[config.mk]
export PLATFORM = sky130hd
export DESIGN_NAME = ldl_latch_bank
export DESIGN_NICKNAME = d
export VERILOG_FILES = /design/src/rtl/ldl_latch_bank.v
export VERILOG_INCLUDE_DIRS = /design/src /design/src/rtl
export SDC_FILE = /design/constraint.sdc
export NUM_CORES = 1
export LEC_CHECK = 0
export ABC_AREA = 1
export BUFFER_PORTS_ARGS = -buffer_cell sky130_fd_sc_hd__buf_2
export CORE_MARGIN = 4
export CORE_UTILIZATION = 40
export CTS_BUF_LIST = sky130_fd_sc_hd__clkbuf_4
export CTS_CLUSTER_DIAMETER = 80
export DETAILED_ROUTE_END_ITERATION = 12
export SETUP_SLACK_MARGIN = 0.15
export SKIP_LAST_GASP = 1
export SLEW_MARGIN = 20
export SYNTH_ARGS = -nofsm -noshare
export SYNTH_HDL_FRONTEND = slang
export SYNTH_HIERARCHICAL = 1
export SYNTH_SLANG_ARGS = --single-unit
[constraint.sdc]
create_clock -name clk -period 17.6 [get_ports clk]
set_input_delay 1.76 -clock clk [delete_from_list [all_inputs] [get_ports clk]]
set_output_delay 1.76 -clock clk [all_outputs]
set_load 0.01 [all_outputs]
[src/rtl/ldl_regs.vh]
// constants for the led driver latch bank
`ifndef LDL_REGS_VH
`define LDL_REGS_VH
`define LDL_SR_W         40
`define LDL_DATA_W       36
`define LDL_ADDR_GS      4'h0
`define LDL_ADDR_NV1     4'hc
`define LDL_ADDR_DC      4'he
`define LDL_ADDR_FC      4'hf
`define LDL_GS0_LSB      0
`define LDL_GS1_LSB      12
`define LDL_GS2_LSB      24
`define LDL_BC_LSB       0
`define LDL_REFRESH_BIT  7
`define LDL_REPEAT_BIT   8
`define LDL_EXT_PWM_CLOCK_SEL_BIT   9
`define LDL_TIMING_RESET_EN_BIT   10
`define LDL_CORRECTION_WRITE_EN_BIT    11
`define LDL_FC_W         15
`define LDL_BC_RESET     7'h7f
`define LDL_FC_RESET     15'h007f
`define LDL_DC0_LSB      0
`define LDL_DC1_LSB      7
`define LDL_DC2_LSB      14
`define LDL_DC_W         21
`define LDL_DUTY_LSB     0
`define LDL_VFB_LSB      3
`define LDL_MODE_LSB     8
`define LDL_DELAY_LSB    10
`define LDL_CMD_LSB      28
`define LDL_NV_CMD       8'ha5
`define LDL_DUTY_RESET   3'h0
`define LDL_VFB_RESET    5'h00
`define LDL_MODE_RESET   2'h0
`define LDL_DELAY_RESET  4'hf
`define LDL_GS_PERIOD    4096
`define LDL_CLK_NS       20
`define LDL_DOUT_NS      30
`define LDL_DOUT_CYC     ((`LDL_DOUT_NS + `LDL_CLK_NS - 1) / `LDL_CLK_NS)
`endif

[src/rtl/ldl_latch_bank.v]
// serial latch bank with pwm, brightness, correction and parameter latches
`timescale 1ns/1ps
`default_nettype none
`include "ldl_regs.vh"

// three-flop synchroniser for one pin
module ldl_sync3 (
  input  wire       clk,
  input  wire       rst,
  input  wire       pin,
  output wire [2:0] stages
);
  reg [2:0] syncReg;
  assign stages = syncReg;
  // pin enters stage one; only stage two reads it, stages two and three feed the filter
  always @(posedge clk or posedge rst) begin
    if (rst) begin
      syncReg <= 3'h0;
    end else begin
      syncReg <= {syncReg[1:0], pin};
    end
  end
endmodule

// one channel compare of the counter against its level
module ldl_pwm_cmp (
  input  wire [11:0] count,
  input  wire [11:0] level,
  output wire        hit
);
  // channel on while the counter is below its level
  assign hit = (count < level);
endmodule

module ldl_latch_bank #(
  parameter [20:0] NV_CORR_DEFAULT = 21'h1fffff
) (
  input  wire        clk,
  input  wire        rst,
  input  wire        clkIn,
  input  wire        datIn,
  input  wire        latchPulse,
  input  wire        intTick,
  output reg         clkOut,
  output reg         datOut,
  output reg  [2:0]  ledSinkOutput,
  output reg  [6:0]  globalBrightness,
  output reg  [20:0] currentCorrection,
  output reg  [2:0]  switchOnDutyCode,
  output reg  [4:0]  anodeTargetCode,
  output reg  [1:0]  linkTimingMode,
  output reg  [3:0]  latchDelayCode,
  output reg  [6:0]  onDutyPercent,
  output reg  [15:0] anodeTargetMv,
  output reg         nvProgramReq
);
  localparam [11:0] GS_LAST = 12'hfff;
  localparam [4:0]  DOUT_CYC = `LDL_DOUT_CYC;

  // three-stage synchronisers for link clock and data
  wire [2:0] clkSync;
  wire [2:0] datSync;
  ldl_sync3 clk_sync_u (
    .clk    (clk),
    .rst    (rst),
    .pin    (clkIn),
    .stages (clkSync)
  );
  ldl_sync3 dat_sync_u (
    .clk    (clk),
    .rst    (rst),
    .pin    (datIn),
    .stages (datSync)
  );

  // filtered clock level changes once stages two and three agree
  reg clkLevel;
  always @(posedge clk or posedge rst) begin
    if (rst) begin
      clkLevel <= 1'b0;
    end else if (clkSync[1] == clkSync[2]) begin
      clkLevel <= clkSync[2];
    end
  end
  wire next_rise;
  wire next_fall;
  assign next_rise = (clkSync[1] == clkSync[2]) && clkSync[2] && !clkLevel;
  assign next_fall = (clkSync[1] == clkSync[2]) && !clkSync[2] && clkLevel;

  // 40-bit common shift register
  reg [39:0] shiftReg;
  always @(posedge clk or posedge rst) begin
    if (rst) begin
      shiftReg <= 40'h0;
    end else if (next_rise) begin
      shiftReg <= {shiftReg[38:0], datSync[2]};
    end
  end
  wire [3:0]  addr;
  wire [35:0] data;
  assign addr = shiftReg[39:36];
  assign data = shiftReg[35:0];

  // latch pulse from the same clock domain, edge found locally
  reg latchPrev;
  always @(posedge clk or posedge rst) begin
    if (rst) begin
      latchPrev <= 1'b0;
    end else begin
      latchPrev <= latchPulse;
    end
  end
  wire latchEvt;
  assign latchEvt = latchPulse && !latchPrev;
  wire wrGs;
  wire wrFc;
  wire wrDc;
  wire wrNv;
  assign wrGs = latchEvt && (addr == `LDL_ADDR_GS);
  assign wrFc = latchEvt && (addr == `LDL_ADDR_FC);
  assign wrDc = latchEvt && (addr == `LDL_ADDR_DC);
  assign wrNv = latchEvt && (addr == `LDL_ADDR_NV1);

  // function control latch; upper bits dropped
  reg [14:0] fcLatch;
  wire [14:0] fcWord;
  assign fcWord = data[`LDL_FC_W-1:0];
  wire autoRefresh;
  wire displayRepeat;
  wire extPwmClockSel;
  wire timingResetEn;
  wire correctionWriteEn;
  assign autoRefresh       = fcLatch[`LDL_REFRESH_BIT];
  assign displayRepeat     = fcLatch[`LDL_REPEAT_BIT];
  assign extPwmClockSel    = fcLatch[`LDL_EXT_PWM_CLOCK_SEL_BIT];
  assign timingResetEn     = fcLatch[`LDL_TIMING_RESET_EN_BIT];
  assign correctionWriteEn = fcLatch[`LDL_CORRECTION_WRITE_EN_BIT];
  always @(posedge clk or posedge rst) begin
    if (rst) begin
      fcLatch <= `LDL_FC_RESET;
    end else if (wrFc) begin
      fcLatch <= fcWord;
      fcLatch[`LDL_TIMING_RESET_EN_BIT] <= data[`LDL_TIMING_RESET_EN_BIT] & data[`LDL_EXT_PWM_CLOCK_SEL_BIT];
    end
  end

  // pwm clock source select
  wire gsTick;
  assign gsTick = extPwmClockSel ? next_rise : intTick;

  // grayscale counter
  reg [11:0] gsCount;
  reg        gsRun;
  reg        gsStart;
  wire       gsWrap;
  assign gsWrap = gsTick && gsRun && (gsCount == GS_LAST);
  always @(posedge clk or posedge rst) begin
    if (rst) begin
      gsCount <= 12'h0;
      gsRun   <= 1'b1;
    end else if (wrGs && timingResetEn) begin
      gsCount <= 12'h0;
      gsRun   <= 1'b1;
    end else if (gsTick && gsRun) begin
      gsCount <= gsCount + 12'h1;
      if (gsCount == GS_LAST) begin
        gsRun <= displayRepeat;
      end
    end
  end

  // first and second grayscale and brightness latches
  reg [35:0] gsFirst;
  reg [35:0] gsSecond;
  reg [6:0]  bcFirst;
  always @(posedge clk or posedge rst) begin
    if (rst) begin
      gsFirst          <= 36'h0;
      gsSecond         <= 36'h0;
      bcFirst          <= `LDL_BC_RESET;
      globalBrightness <= `LDL_BC_RESET;
    end else begin
      if (wrGs) begin
        gsFirst <= data;
        if (!autoRefresh) begin
          gsSecond <= data;
        end
      end
      if (wrFc) begin
        bcFirst <= data[6:0];
        if (!data[`LDL_REFRESH_BIT]) begin
          globalBrightness <= data[6:0];
        end
      end
      if (autoRefresh && (gsWrap || (wrGs && timingResetEn))) begin
        gsSecond         <= wrGs ? data : gsFirst;
        globalBrightness <= bcFirst;
      end
    end
  end

  // pwm compare per channel
  wire [2:0] pwmHit;
  ldl_pwm_cmp cmp0_u (
    .count (gsCount),
    .level (gsSecond[`LDL_GS0_LSB +: 12]),
    .hit   (pwmHit[0])
  );
  ldl_pwm_cmp cmp1_u (
    .count (gsCount),
    .level (gsSecond[`LDL_GS1_LSB +: 12]),
    .hit   (pwmHit[1])
  );
  ldl_pwm_cmp cmp2_u (
    .count (gsCount),
    .level (gsSecond[`LDL_GS2_LSB +: 12]),
    .hit   (pwmHit[2])
  );
  // outputs registered; a timing reset forces them off
  always @(posedge clk or posedge rst) begin
    if (rst) begin
      ledSinkOutput <= 3'h0;
    end else begin
      ledSinkOutput <= pwmHit & {3{gsRun && !(wrGs && timingResetEn)}};
    end
  end

  // correction field of the written word; upper bits ignored
  wire [20:0] dcWord;
  assign dcWord = data[`LDL_DC0_LSB +: `LDL_DC_W];

  // correction latch, loaded from nonvolatile defaults
  always @(posedge clk or posedge rst) begin
    if (rst) begin
      currentCorrection <= 21'h0;
    end else if (wrDc && correctionWriteEn) begin
      currentCorrection <= dcWord;
    end else if (!correctionWriteEn) begin
      currentCorrection <= NV_CORR_DEFAULT;
    end
  end

  // parameter fields of the written word; bits 27-14 are not kept
  wire [2:0] nvDuty;
  wire [4:0] nvTarget;
  wire [1:0] nvMode;
  wire [3:0] nvDelay;
  wire [7:0] nvCmd;
  assign nvDuty   = data[`LDL_DUTY_LSB +: 3];
  assign nvTarget = data[`LDL_VFB_LSB +: 5];
  assign nvMode   = data[`LDL_MODE_LSB +: 2];
  assign nvDelay  = data[`LDL_DELAY_LSB +: 4];
  assign nvCmd    = data[`LDL_CMD_LSB +: 8];

  // nonvolatile parameter write latch
  always @(posedge clk or posedge rst) begin
    if (rst) begin
      switchOnDutyCode <= `LDL_DUTY_RESET;
      anodeTargetCode  <= `LDL_VFB_RESET;
      linkTimingMode   <= `LDL_MODE_RESET;
      latchDelayCode   <= `LDL_DELAY_RESET;
      nvProgramReq     <= 1'b0;
    end else begin
      nvProgramReq <= 1'b0;
      if (wrNv) begin
        switchOnDutyCode <= nvDuty;
        anodeTargetCode  <= nvTarget;
        linkTimingMode   <= nvMode;
        latchDelayCode   <= nvDelay;
        nvProgramReq     <= (nvCmd == `LDL_NV_CMD);
      end
    end
  end

  // target millivolts; product kept at 32 bits so the top code cannot wrap
  wire [31:0] mvWide;
  assign mvWide = 32'h1b58 + ({27'h0, anodeTargetCode} * 32'h2710) / 32'h1f;

  // decode of duty and target voltage codes
  always @(posedge clk or posedge rst) begin
    if (rst) begin
      onDutyPercent <= 7'h12;
      anodeTargetMv <= 16'h1b58;
    end else begin
      case (switchOnDutyCode)
        3'h0: onDutyPercent <= 7'h12;
        3'h1: onDutyPercent <= 7'h1e;
        3'h2: onDutyPercent <= 7'h2a;
        3'h3: onDutyPercent <= 7'h37;
        3'h4: onDutyPercent <= 7'h43;
        3'h5: onDutyPercent <= 7'h50;
        default: onDutyPercent <= 7'h56;
      endcase
      anodeTargetMv <= mvWide[15:0];
    end
  end

  // forwarded clock, and data delayed from the link clock edge the selected mode picks
  reg [4:0] dCnt;
  reg       dPend;
  wire      modeZero;
  assign modeZero = (linkTimingMode == 2'h0);
  always @(posedge clk or posedge rst) begin
    if (rst) begin
      clkOut <= 1'b0;
      datOut <= 1'b0;
      dCnt   <= 5'h0;
      dPend  <= 1'b0;
    end else begin
      clkOut <= clkLevel;
      if ((modeZero && next_fall) || (!modeZero && next_rise)) begin
        dPend <= 1'b1;
        dCnt  <= DOUT_CYC;
      end else if (dPend) begin
        if (dCnt <= 5'h1) begin
          datOut <= shiftReg[39];
          dPend  <= 1'b0;
        end else begin
          dCnt <= dCnt - 5'h1;
        end
      end
    end
  end
endmodule
`default_nettype wire

**After elaboration in Yosys (flattened, before gate mapping)**

Cells that the tools add are included.

- Bits in registers: 229
- Latch bits: 0
- Bits in writable memories: 0
- ROM bits: 0
- Input bits: 6
- Output and inout port bits: 71
- Word-level logic and storage cells: 112
- Memories kept: 0

- Add/sub/neg operators: 3
- $mul: 1
- Divide/modulo/power cells: 1
- $lt $le $gt $ge: 4
- Eq/ne operators: 15
- Shift operators: 0
- Mux-type cells: 23
- Bitwise gates (word level): 3
- Reductions and logical operators: 37

Operator list:

| operator | count |
|---|---|
| $mux W36 | 4 |
| $mux W21 | 2 |
| $pmux W7 S6 | 1 |
| $lt A12 B12 Y1 | 3 |
| $div A19 B5 Y32 const B | 1 |
| $mux W12 | 2 |
| $mux W7 | 3 |
| $logic_and A1 B1 Y1 | 17 |
| $add A13 B16 Y16 const A | 1 |
| $mul A5 B10 Y15 const B | 1 |
| $mux W5 | 3 |
| $add A12 B1 Y12 const B | 1 |
| $eq A12 B12 Y1 const B | 1 |
| $eq A4 B4 Y1 const B | 3 |
| $reduce_bool A2 Y1 | 5 |
| $eq A8 B8 Y1 const B | 1 |
| $mux W1 | 8 |
| $reduce_and A2 Y1 | 4 |
| $eq A3 B2 Y1 const B | 2 |
| $eq A3 B3 Y1 const B | 2 |
| $ne A2 B1 Y1 const B | 3 |
| $le A5 B1 Y1 const B | 1 |
| $logic_not A1 Y1 | 5 |
| $sub A5 B1 Y5 const B | 1 |
| 11 further kinds | 12 |

**Longest topological paths before layout**

Gate-level depths: netlist of the first run.

- Depth in word-level cells: 10
- Depth in mapped cells: 73
- Mapped depth without buffers: 73

**Cells and area by module**

Netlist of the first run, hierarchy kept.

By module, submodules not included:

| module | instances | cells an instance | area each (um^2) | sequential area each (um^2) |
|---|---|---|---|---|
| ldl_latch_bank | 1 | 1361 | 11488.5 | 5440.2 |
| ldl_pwm_cmp | 3 | 54 | 316.6 | 0.0 |
| ldl_sync3 | 2 | 4 | 78.8 | 75.1 |

**Worst setup path before layout of the first run**

No wires, ideal clock.

- Kind: reg-to-reg
- Start point: reg anodeTargetCode[2]
- End point: reg anodeTargetMv[0]
- Setup time: 0.117 ns
- Arrival: 8.089 ns
- Required time: 17.483 ns
- Setup slack: 9.394 ns
- Stages on the path, launching flop included: 66
- Buffers on the path: 0
- Clock period less this slack: 8.206 ns
- Path through: dfrtp_1 > inv_1 > fa_1 > inv_1 > ha_1 > fa_1 > ha_1 > nand2_1 > nand2_1 > a21oi_1 > nand2_1 > nand2_1 > nand2_2 > nor2_2 > nand2_2 > nand2_4 > nand2_4 > nand3_2 > (+30 left out) > ha_1 > inv_1 > nor2_4 > nand2_2 > nand2_4 > nand3_4 > ha_1 > nand3_1 > nand2_1 > a21oi_2 > nand3_4 > nand2_1 > ha_1 > xnor2_2 > o21ai_2 > nand2_1 > nor2_1 > nand2_1

- Cells in the longest elaborated chain, start to end: 3

Ends and longest elaborated chain:

| element | RTL line | RTL |
|---|---|---|
| from (decl) | ldl_latch_bank.v:50 | `output reg [4:0] anodeTargetCode,` |
| from (signal assigned) | ldl_latch_bank.v:259 | `` anodeTargetCode <= `LDL_VFB_RESET; `` |
| from (signal assigned) | ldl_latch_bank.v:267 | `anodeTargetCode <= nvTarget;` |
| $mul A5 B10 Y15 | ldl_latch_bank.v:277 | `assign mvWide = 32'h1b58 + ({27'h0, anodeTargetCode} * 32'h2710) / 32'h1f;` |
| $div A19 B5 Y32 | ldl_latch_bank.v:277 |  |
| $add A13 B16 Y16 | ldl_latch_bank.v:277 |  |
| via mvWide[0] | ldl_latch_bank.v:276 | `wire [31:0] mvWide;` |
| to (signal assigned) | ldl_latch_bank.v:294 | `anodeTargetMv <= mvWide[15:0];` |
| to (decl) | ldl_latch_bank.v:54 | `output reg [15:0] anodeTargetMv,` |

The timed path passes the listed nets, and every way through them passes these cells.
A chain may end at the register's enable or synchronous reset.

**Worst setup path after layout of the first run**

Ends and elaborated chain as after synthesis.

==> results.json, run 1 <==
{
  "status": "finished, final reports clean",
  "routabilityCongestion": 0.863,
  "critical_path.startpoint": "anodeTargetCode[2]",
  "cp_slowest_cell": "fa_1",
  "grt_pass1_vias": 10145,
  "ir_drop_v": 0.0000538,
  "vias": 10163,
  "critPathKind": "flop to flop",
  "insertion_delay_ps": 700,
  "grt_pass1_wl_um": 48600,
  "syn_area_per_cell_um2": 8.23,
  "grt_start_max_net_pins": 110,
  "maxCapViolations": 0,
  "max-slew-margin-rel_pct": 38.3,
  "synth_area_leader_cell": "dfrtp_1",
  "path_buf_inv": 9,
  "io_pins": 77,
  "fin_crit_sh_pct": 53.0,
  "worst_pin_slew_ps": 923,
  "place_inst": 1969,
  "drtAntennaViolNets": 0,
  "min_period_ps": 9330,
  "synthCells": 1531,
  "syn_area_um2": 12600,
  "row_count": 64,
  "ys_seq_area_share_pct": 44.4,
  "route.detailed.drc": 0,
  "cpLargestDelayFamily": "simple AND/OR/NAND/NOR gates",
  "fin_util_pct": 46.0,
  "min-delay-start": "dat_sync_u/stages[0]",
  "critPathArrivalTime_ps": 9900,
  "cts_setup_buffers": 0,
  "max_stage_delay_ps": 570,
  "gr-usage-all-layers_pct": 16.8,
  "tns_ps": 0,
  "ys.flop_type": "dfrtp_1",
  "syn2layout_area_growth_pct": 12.6,
  "fin_area_um2": 14200,
  "rsz0062_at_grt": "false",
  "finalNetCount": 1716,
  "cts.path.max_buffers": 3,
  "synth_cell_types": 55,
  "cts_tree": "yes",
  "place_hpwl_um": 19900,
  "slew_viol_final": 0,
  "totalWireLength_um": 28200,
  "synth_top_area_share_pct": 38.5,
  "hp-class": "flop to flop",
  "die_h_um": 185,
  "cp.required_ps": 18160,
  "r2r_start": "anodeTargetCode[2]",
  "core_um2": 30800,
  "numCtsBuffers": 61,
  "portBuffers": 76,
  "max_freq_mhz": 107,
  "path_common_cell": "nand2_1",
  "drive_gt1_share_pct": 20.4,
  "cts_hold_buffers": 0,
  "yosys_register_bits": 222,
  "cts_resized": 0,
  "synthTopCellsByArea": "dfrtp_1 (39%), nand2_1 (11%), ha_1 (7.0%)",
  "synth_commonest_cells": "nand2_1 (374), inv_1 (229), dfrtp_1 (194)",
  "worst_setup_path_end_kind": "flop",
  "syn_nets": 1611,
  "via_per_inst": 4.88,
  "crit_fanout": 9,
  "wl_per_cell_um": 13.6,
  "yosysWarnings": 6,
  "hold_violations": 0,
  "die_area_um2": 34400,
  "clk_pin_slew_ps": 70,
  "firstDrtPassIters": 5,
  "power_density_nw_per_um2": 80.3,
  "finalPower_mw": 1.14,
  "placed_area_um2": 13400,
  "p_leak_nw": 6.91,
  "drt_iter0_drc": 543,
  "synth_edf_count": 0,
  "grt_overflow": 0,
  "antenna_found_initial": 1,
  "finalNonFillerCells": 2082,
  "initial_core_util_pct": 40.9,
  "cts_root_buf": "clkbuf_4",
  "h-tree-depth": 2,
  "yosysMostFrequentCell": "nand2_1",
  "synthArstFlopShare_pct": 100,
  "start_kind": "flop",
  "clock_skew_ps": 29.1,
  "finalSetupViolCount": 0,
  "die_width_um": 185,
  "clock_sinks": 222
}
==> flip-flops by register name, indices dropped and copies added (netlist names), 2 cells and up <==
name	cells
switchOnDutyCode	3
onDutyPercent	7
linkTimingMode	2
anodeTargetCode	5
ledSinkOutput	3
gsFirst	36
globalBrightness	7
latchDelayCode	4
gsCount	12
dCnt	5
shiftReg	40
fcLatch	12
dat_sync_u/stages	3
gsSecond	36
currentCorrection	21
anodeTargetMv	16
clk_sync_u/stages	3
==> cell usage in the layout (no fill, tap or decap), drive strengths merged, types with 2 or more instances in the layout <==
cell    instances
diode           2
inv           245
xor2           14
clkinv         27
and2            2
nor4            2
o21a            2
nand4          13
nor3           13
o311ai          7
o22ai          22
clkbuf         86
nand3b          6
xnor2           4
o211ai         42
buf            84
or2             6
a21oi          33
dfstp          28
nand2         415
a31oi           3
nand3         102
dfrtp         194
o21ai         155
o21bai          6
a21o            4
ha             70
nor2           88
fa              4
==> cell families after synthesis <==
kind of cell	count (synthesis)	share of synthesized area, %
compound gates	277	13.6
xor+xnor	18	1.52
fa+ha+maj	74	7.59
buf+inv	290	8.64
flops	222	44.4
other cells	1	0.0298
simple gates	649	24.3
==> cell type report <==
class,count,area (um^2)
tap,396,495
fill,3097,16600
clock buffer,86,646
sequential,222,5590
timing repair buffer,84,440
antenna,2,5.00
multi-input combinational,1019,5930
inverter,248,938
clock inverter,25,144
==> final timing paths <==
check	end	slack [ps]	depth (start not counted)
setup / recovery	anodeTargetMv[0]	8270	64
hold / removal	dat_sync_u/stages[1]	350	0
setup reg to reg	anodeTargetMv[0]	8270	64
hold reg to reg	dat_sync_u/stages[1]	350	0
max in group asynchronous	shiftReg[33]	15090	3
min in group asynchronous	dat_sync_u/stages[0]	970	2
==> where the power goes <==
group | total (mW) | switching (mW) | internal (mW)
clock network | 0.468 | 0.226 | 0.243
logic | 0.110 | 0.0774 | 0.0328
registers | 0.561 | 0.0195 | 0.542
total | 1.14 | 0.323 | 0.817
==> worst reg2reg max path, delay by kind of cell, from the launching register on <==
family	cells	cell delay, ps
adders and majority gates	7	2210
DFF	1	560
AOI/OAI and AO/OA	7	1050
buffers and inverters	9	850
and+or+nand+nor	41	4540
==> routing by layer <==
metal  GRT usage, %  vias to the layer above  share of wire, %
li1               -                     5225                 -
met3           3.01                       33               4.0
met5              0                        -                 0
met4           5.05                        0               1.8
met1           22.8                     4731                47
met2           27.6                      174                47
==> per-stage QoR <==
step	setup slack, ps	hold slack [ps]
final	8270	351
after floorplan	9390	331
after CTS	8290	354
after detailed placement	8340	338
after global placement	8420	333
after global routing	7280	367
No activity file was read; power rests on OpenSTA's default activity.
==> run 2, diff against run 1 <==
==> constraint.sdc (replaced) <==
create_clock -name clk -period 8.1 [get_ports clk]
set_input_delay 0.81 -clock clk [delete_from_list [all_inputs] [get_ports clk]]
set_output_delay 0.81 -clock clk [all_outputs]
set_load 0.01 [all_outputs]
==> run 2 against run 1 <==
The run now ends with setup timing left. Clock power grew 110%. Non-clock buffer count grew 104. Power grew 120%. Fmax grew 13%. Global-route usage grew 0.63 points. Cell count grew 4.9%. Sequential power grew 120%. Flip-flop and latch count is the same. Register-to-register slack lost 8400 ps. Sequential share of layout area shrank 4.3 points. Highest routed layer unchanged.
==> results.json, run 2 (synthesis gave the netlist of run 1 again) <==
{
  "slew_viol_final": 0,
  "totalWireLength_um": 30200,
  "hp-class": "input port to flop",
  "drive_gt1_share_pct": 32.1,
  "grt_start_max_net_pins": 110,
  "grt_pass1_wl_um": 50300,
  "final_cell_mix": "nand2_1 (335), inv_1 (214), dfrtp_1 (191), o21ai_0 (119), buf_4 (97)",
  "reg.largest.list": "shiftReg: 40 flops, gsFirst: 36 flops, gsSecond: 36 flops",
  "clock_power_share_pct": 40.5,
  "vias": 10703,
  "cp.required_ps": 8680,
  "antenna_found_initial": 2,
  "critical_path.startpoint": "anodeTargetCode[3]",
  "max_stage_delay_ps": 530,
  "row_count": 64,
  "finalPower_mw": 2.45,
  "r2r_cells": 59,
  "whs_path_depth": 1,
  "crit_end": "anodeTargetMv[0]",
  "maxCapViolations": 0,
  "grt_overflow": 0,
  "p_leak_nw": 7.63,
  "routabilityCongestion": 0.844,
  "grt_pass1_vias": 10465,
  "critPathKind": "flop to flop",
  "die_area_um2": 34400,
  "cts.path.max_buffers": 3,
  "die_width_um": 185,
  "setup_slack_ps": -152,
  "initial_core_util_pct": 40.9,
  "cts_root_buf": "clkbuf_4",
  "clock_sinks": 222,
  "h-tree-depth": 2,
  "crit_fanout": 6,
  "firstDrtPassIters": 5,
  "start_kind": "flop",
  "seqPwrFrac_pct": 49.7,
  "clock_skew_ps": 60.6,
  "critPathArrivalTime_ps": 8830,
  "die_h_um": 185,
  "largest_register_ffs": 40,
  "io_pins": 77,
  "max-slew-margin-rel_pct": 37.4,
  "drtAntennaViolNets": 0,
  "r2r_slack_ps": -150,
  "path_common_cell": "nand3_4",
  "insertion_delay_ps": 740,
  "place_inst": 2011,
  "min_period_ps": 8250,
  "power_density_nw_per_um2": 154,
  "internal_power_mw": 1.77,
  "drt_iter0_drc": 625,
  "finalSetupViolCount": 2,
  "hold_violations": 0,
  "cts_tree": "yes",
  "place_hpwl_um": 20100,
  "rsz0062_at_grt": "true",
  "route.detailed.drc": 0,
  "status": "complete, but fails checks",
  "numCtsBuffers": 59,
  "ir_drop_v": 0.000126,
  "switching_share_pct": 27.8,
  "fin_crit_sh_pct": 102,
  "holdWs_ps": 232,
  "timing.rr.end": "anodeTargetMv[0]",
  "regArea_um2": 5590,
  "multi_input_area_um2": 6800,
  "r2r_start": "anodeTargetCode[3]",
  "cp_slowest_cell": "fa_1",
  "tns_ps": -209,
  "fillers": 2853,
  "wl_per_cell_um": 13.8,
  "worst_pin_slew_ps": 937,
  "combPwrFrac_pct": 9.8,
  "portBuffers": 76,
  "layout_commonest_cell": "nand2_1",
  "finalNonFillerCells": 2185,
  "largest-register": "shiftReg",
  "core_um2": 30800,
  "via_per_inst": 4.90,
  "worst_setup_path_end_kind": "flop",
  "switching_power_uw": 683,
  "clk_pin_slew_ps": 60,
  "violations": "setup timing",
  "gr-usage-all-layers_pct": 17.4,
  "syn2layout_area_growth_pct": 26.5,
  "finalNetCount": 1818,
  "max_freq_mhz": 121
}
[run 2: cell types whose count changed in the layout (fill, tap and decap cells not counted), moves of 14 or more]
cell,change
nand2_1,-38
nand3_4,+14
nor2_1,-16
nand2_2,+22
nand2_4,+14
inv_1,-14
nor2_4,+17
buf_4,+89
nand3_1,-19
[run 2: worst max-delay path, delay by kind of cell (launching register included)]
kind	cells	cell delay, ps
flip-flops	1	360
adder cells (fa/ha/maj)	5	1790
buffers and inverters	9	830
AND/OR/NAND/NOR	36	3620
AO/OA/AOI/OAI	9	1470
[run 2: how the worst min path moves through the flow]
stage / startpoint / endpoint / slack, ps
3_5_place_dp: dat_sync_u/stages[0] / dat_sync_u/stages[1] / 330
6_report: datIn / dat_sync_u/stages[0] / 230
3_3_place_gp: dat_sync_u/stages[1] / dat_sync_u/stages[2] / 330
4_1_cts: datIn / dat_sync_u/stages[0] / 160
5_1_grt: latchPulse / latchPrev / 140
2_1_floorplan: clk_sync_u/stages[0] / clk_sync_u/stages[1] / 330
[run 2: power by group through the flow]
stage          clock [mW]  combinational (mW)  sequential [mW]
6_report            0.995               0.240             1.22
5_1_grt              1.10               0.284             1.23
4_1_cts              1.03               0.247             1.22
3_5_place_dp            0               0.245             1.24
3_3_place_gp            0               0.240             1.24
2_1_floorplan           0               0.177             1.23
[run 2: area by class of cell]
class                           count  share of cell area (%)
Multi-Input combinational cell   1019                    42.7
Sequential cell                   222                    35.1
Timing Repair Buffer              188                    8.12
Inverter                          248                    6.08
Clock buffer                       93                    4.38
Tap cell                          396                    3.11
Clock inverter                     17                   0.487
Antenna cell                        2                  0.0314
[run 2: layer usage]
| layer | GRT usage, % | routed length [um] | vias up |
|---|---|---|---|
| met5 | 0 | 0 | - |
| met4 | 5.31 | 833 | 0 |
| met3 | 3.17 | 1180 | 71 |
| met2 | 29.5 | 14700 | 204 |
| met1 | 22.8 | 13600 | 5006 |
| li1 | - | - | 5422 |
[run 2: metrics by stage]
stage / area (um^2) / utilization (%) / worst slack [ps]
final: 15900 / 51.7 / -152
after floorplan: 12700 / - / 155
after global placement: 13800 / 44.7 / -131
after detailed placement: 13800 / 44.7 / -308
after CTS: 15100 / 49.1 / -9.70
after global routing: 15900 / 51.7 / -701
[run 2: what timing repair did]
action,in CTS,in global routing
pin swaps,75,78
hold endpoints to repair,6,0
gates resized for setup,83,119
buffers inserted,29,32
cloned,0,0
endpoints found under the setup margin,8,14
hold buffers,1,0
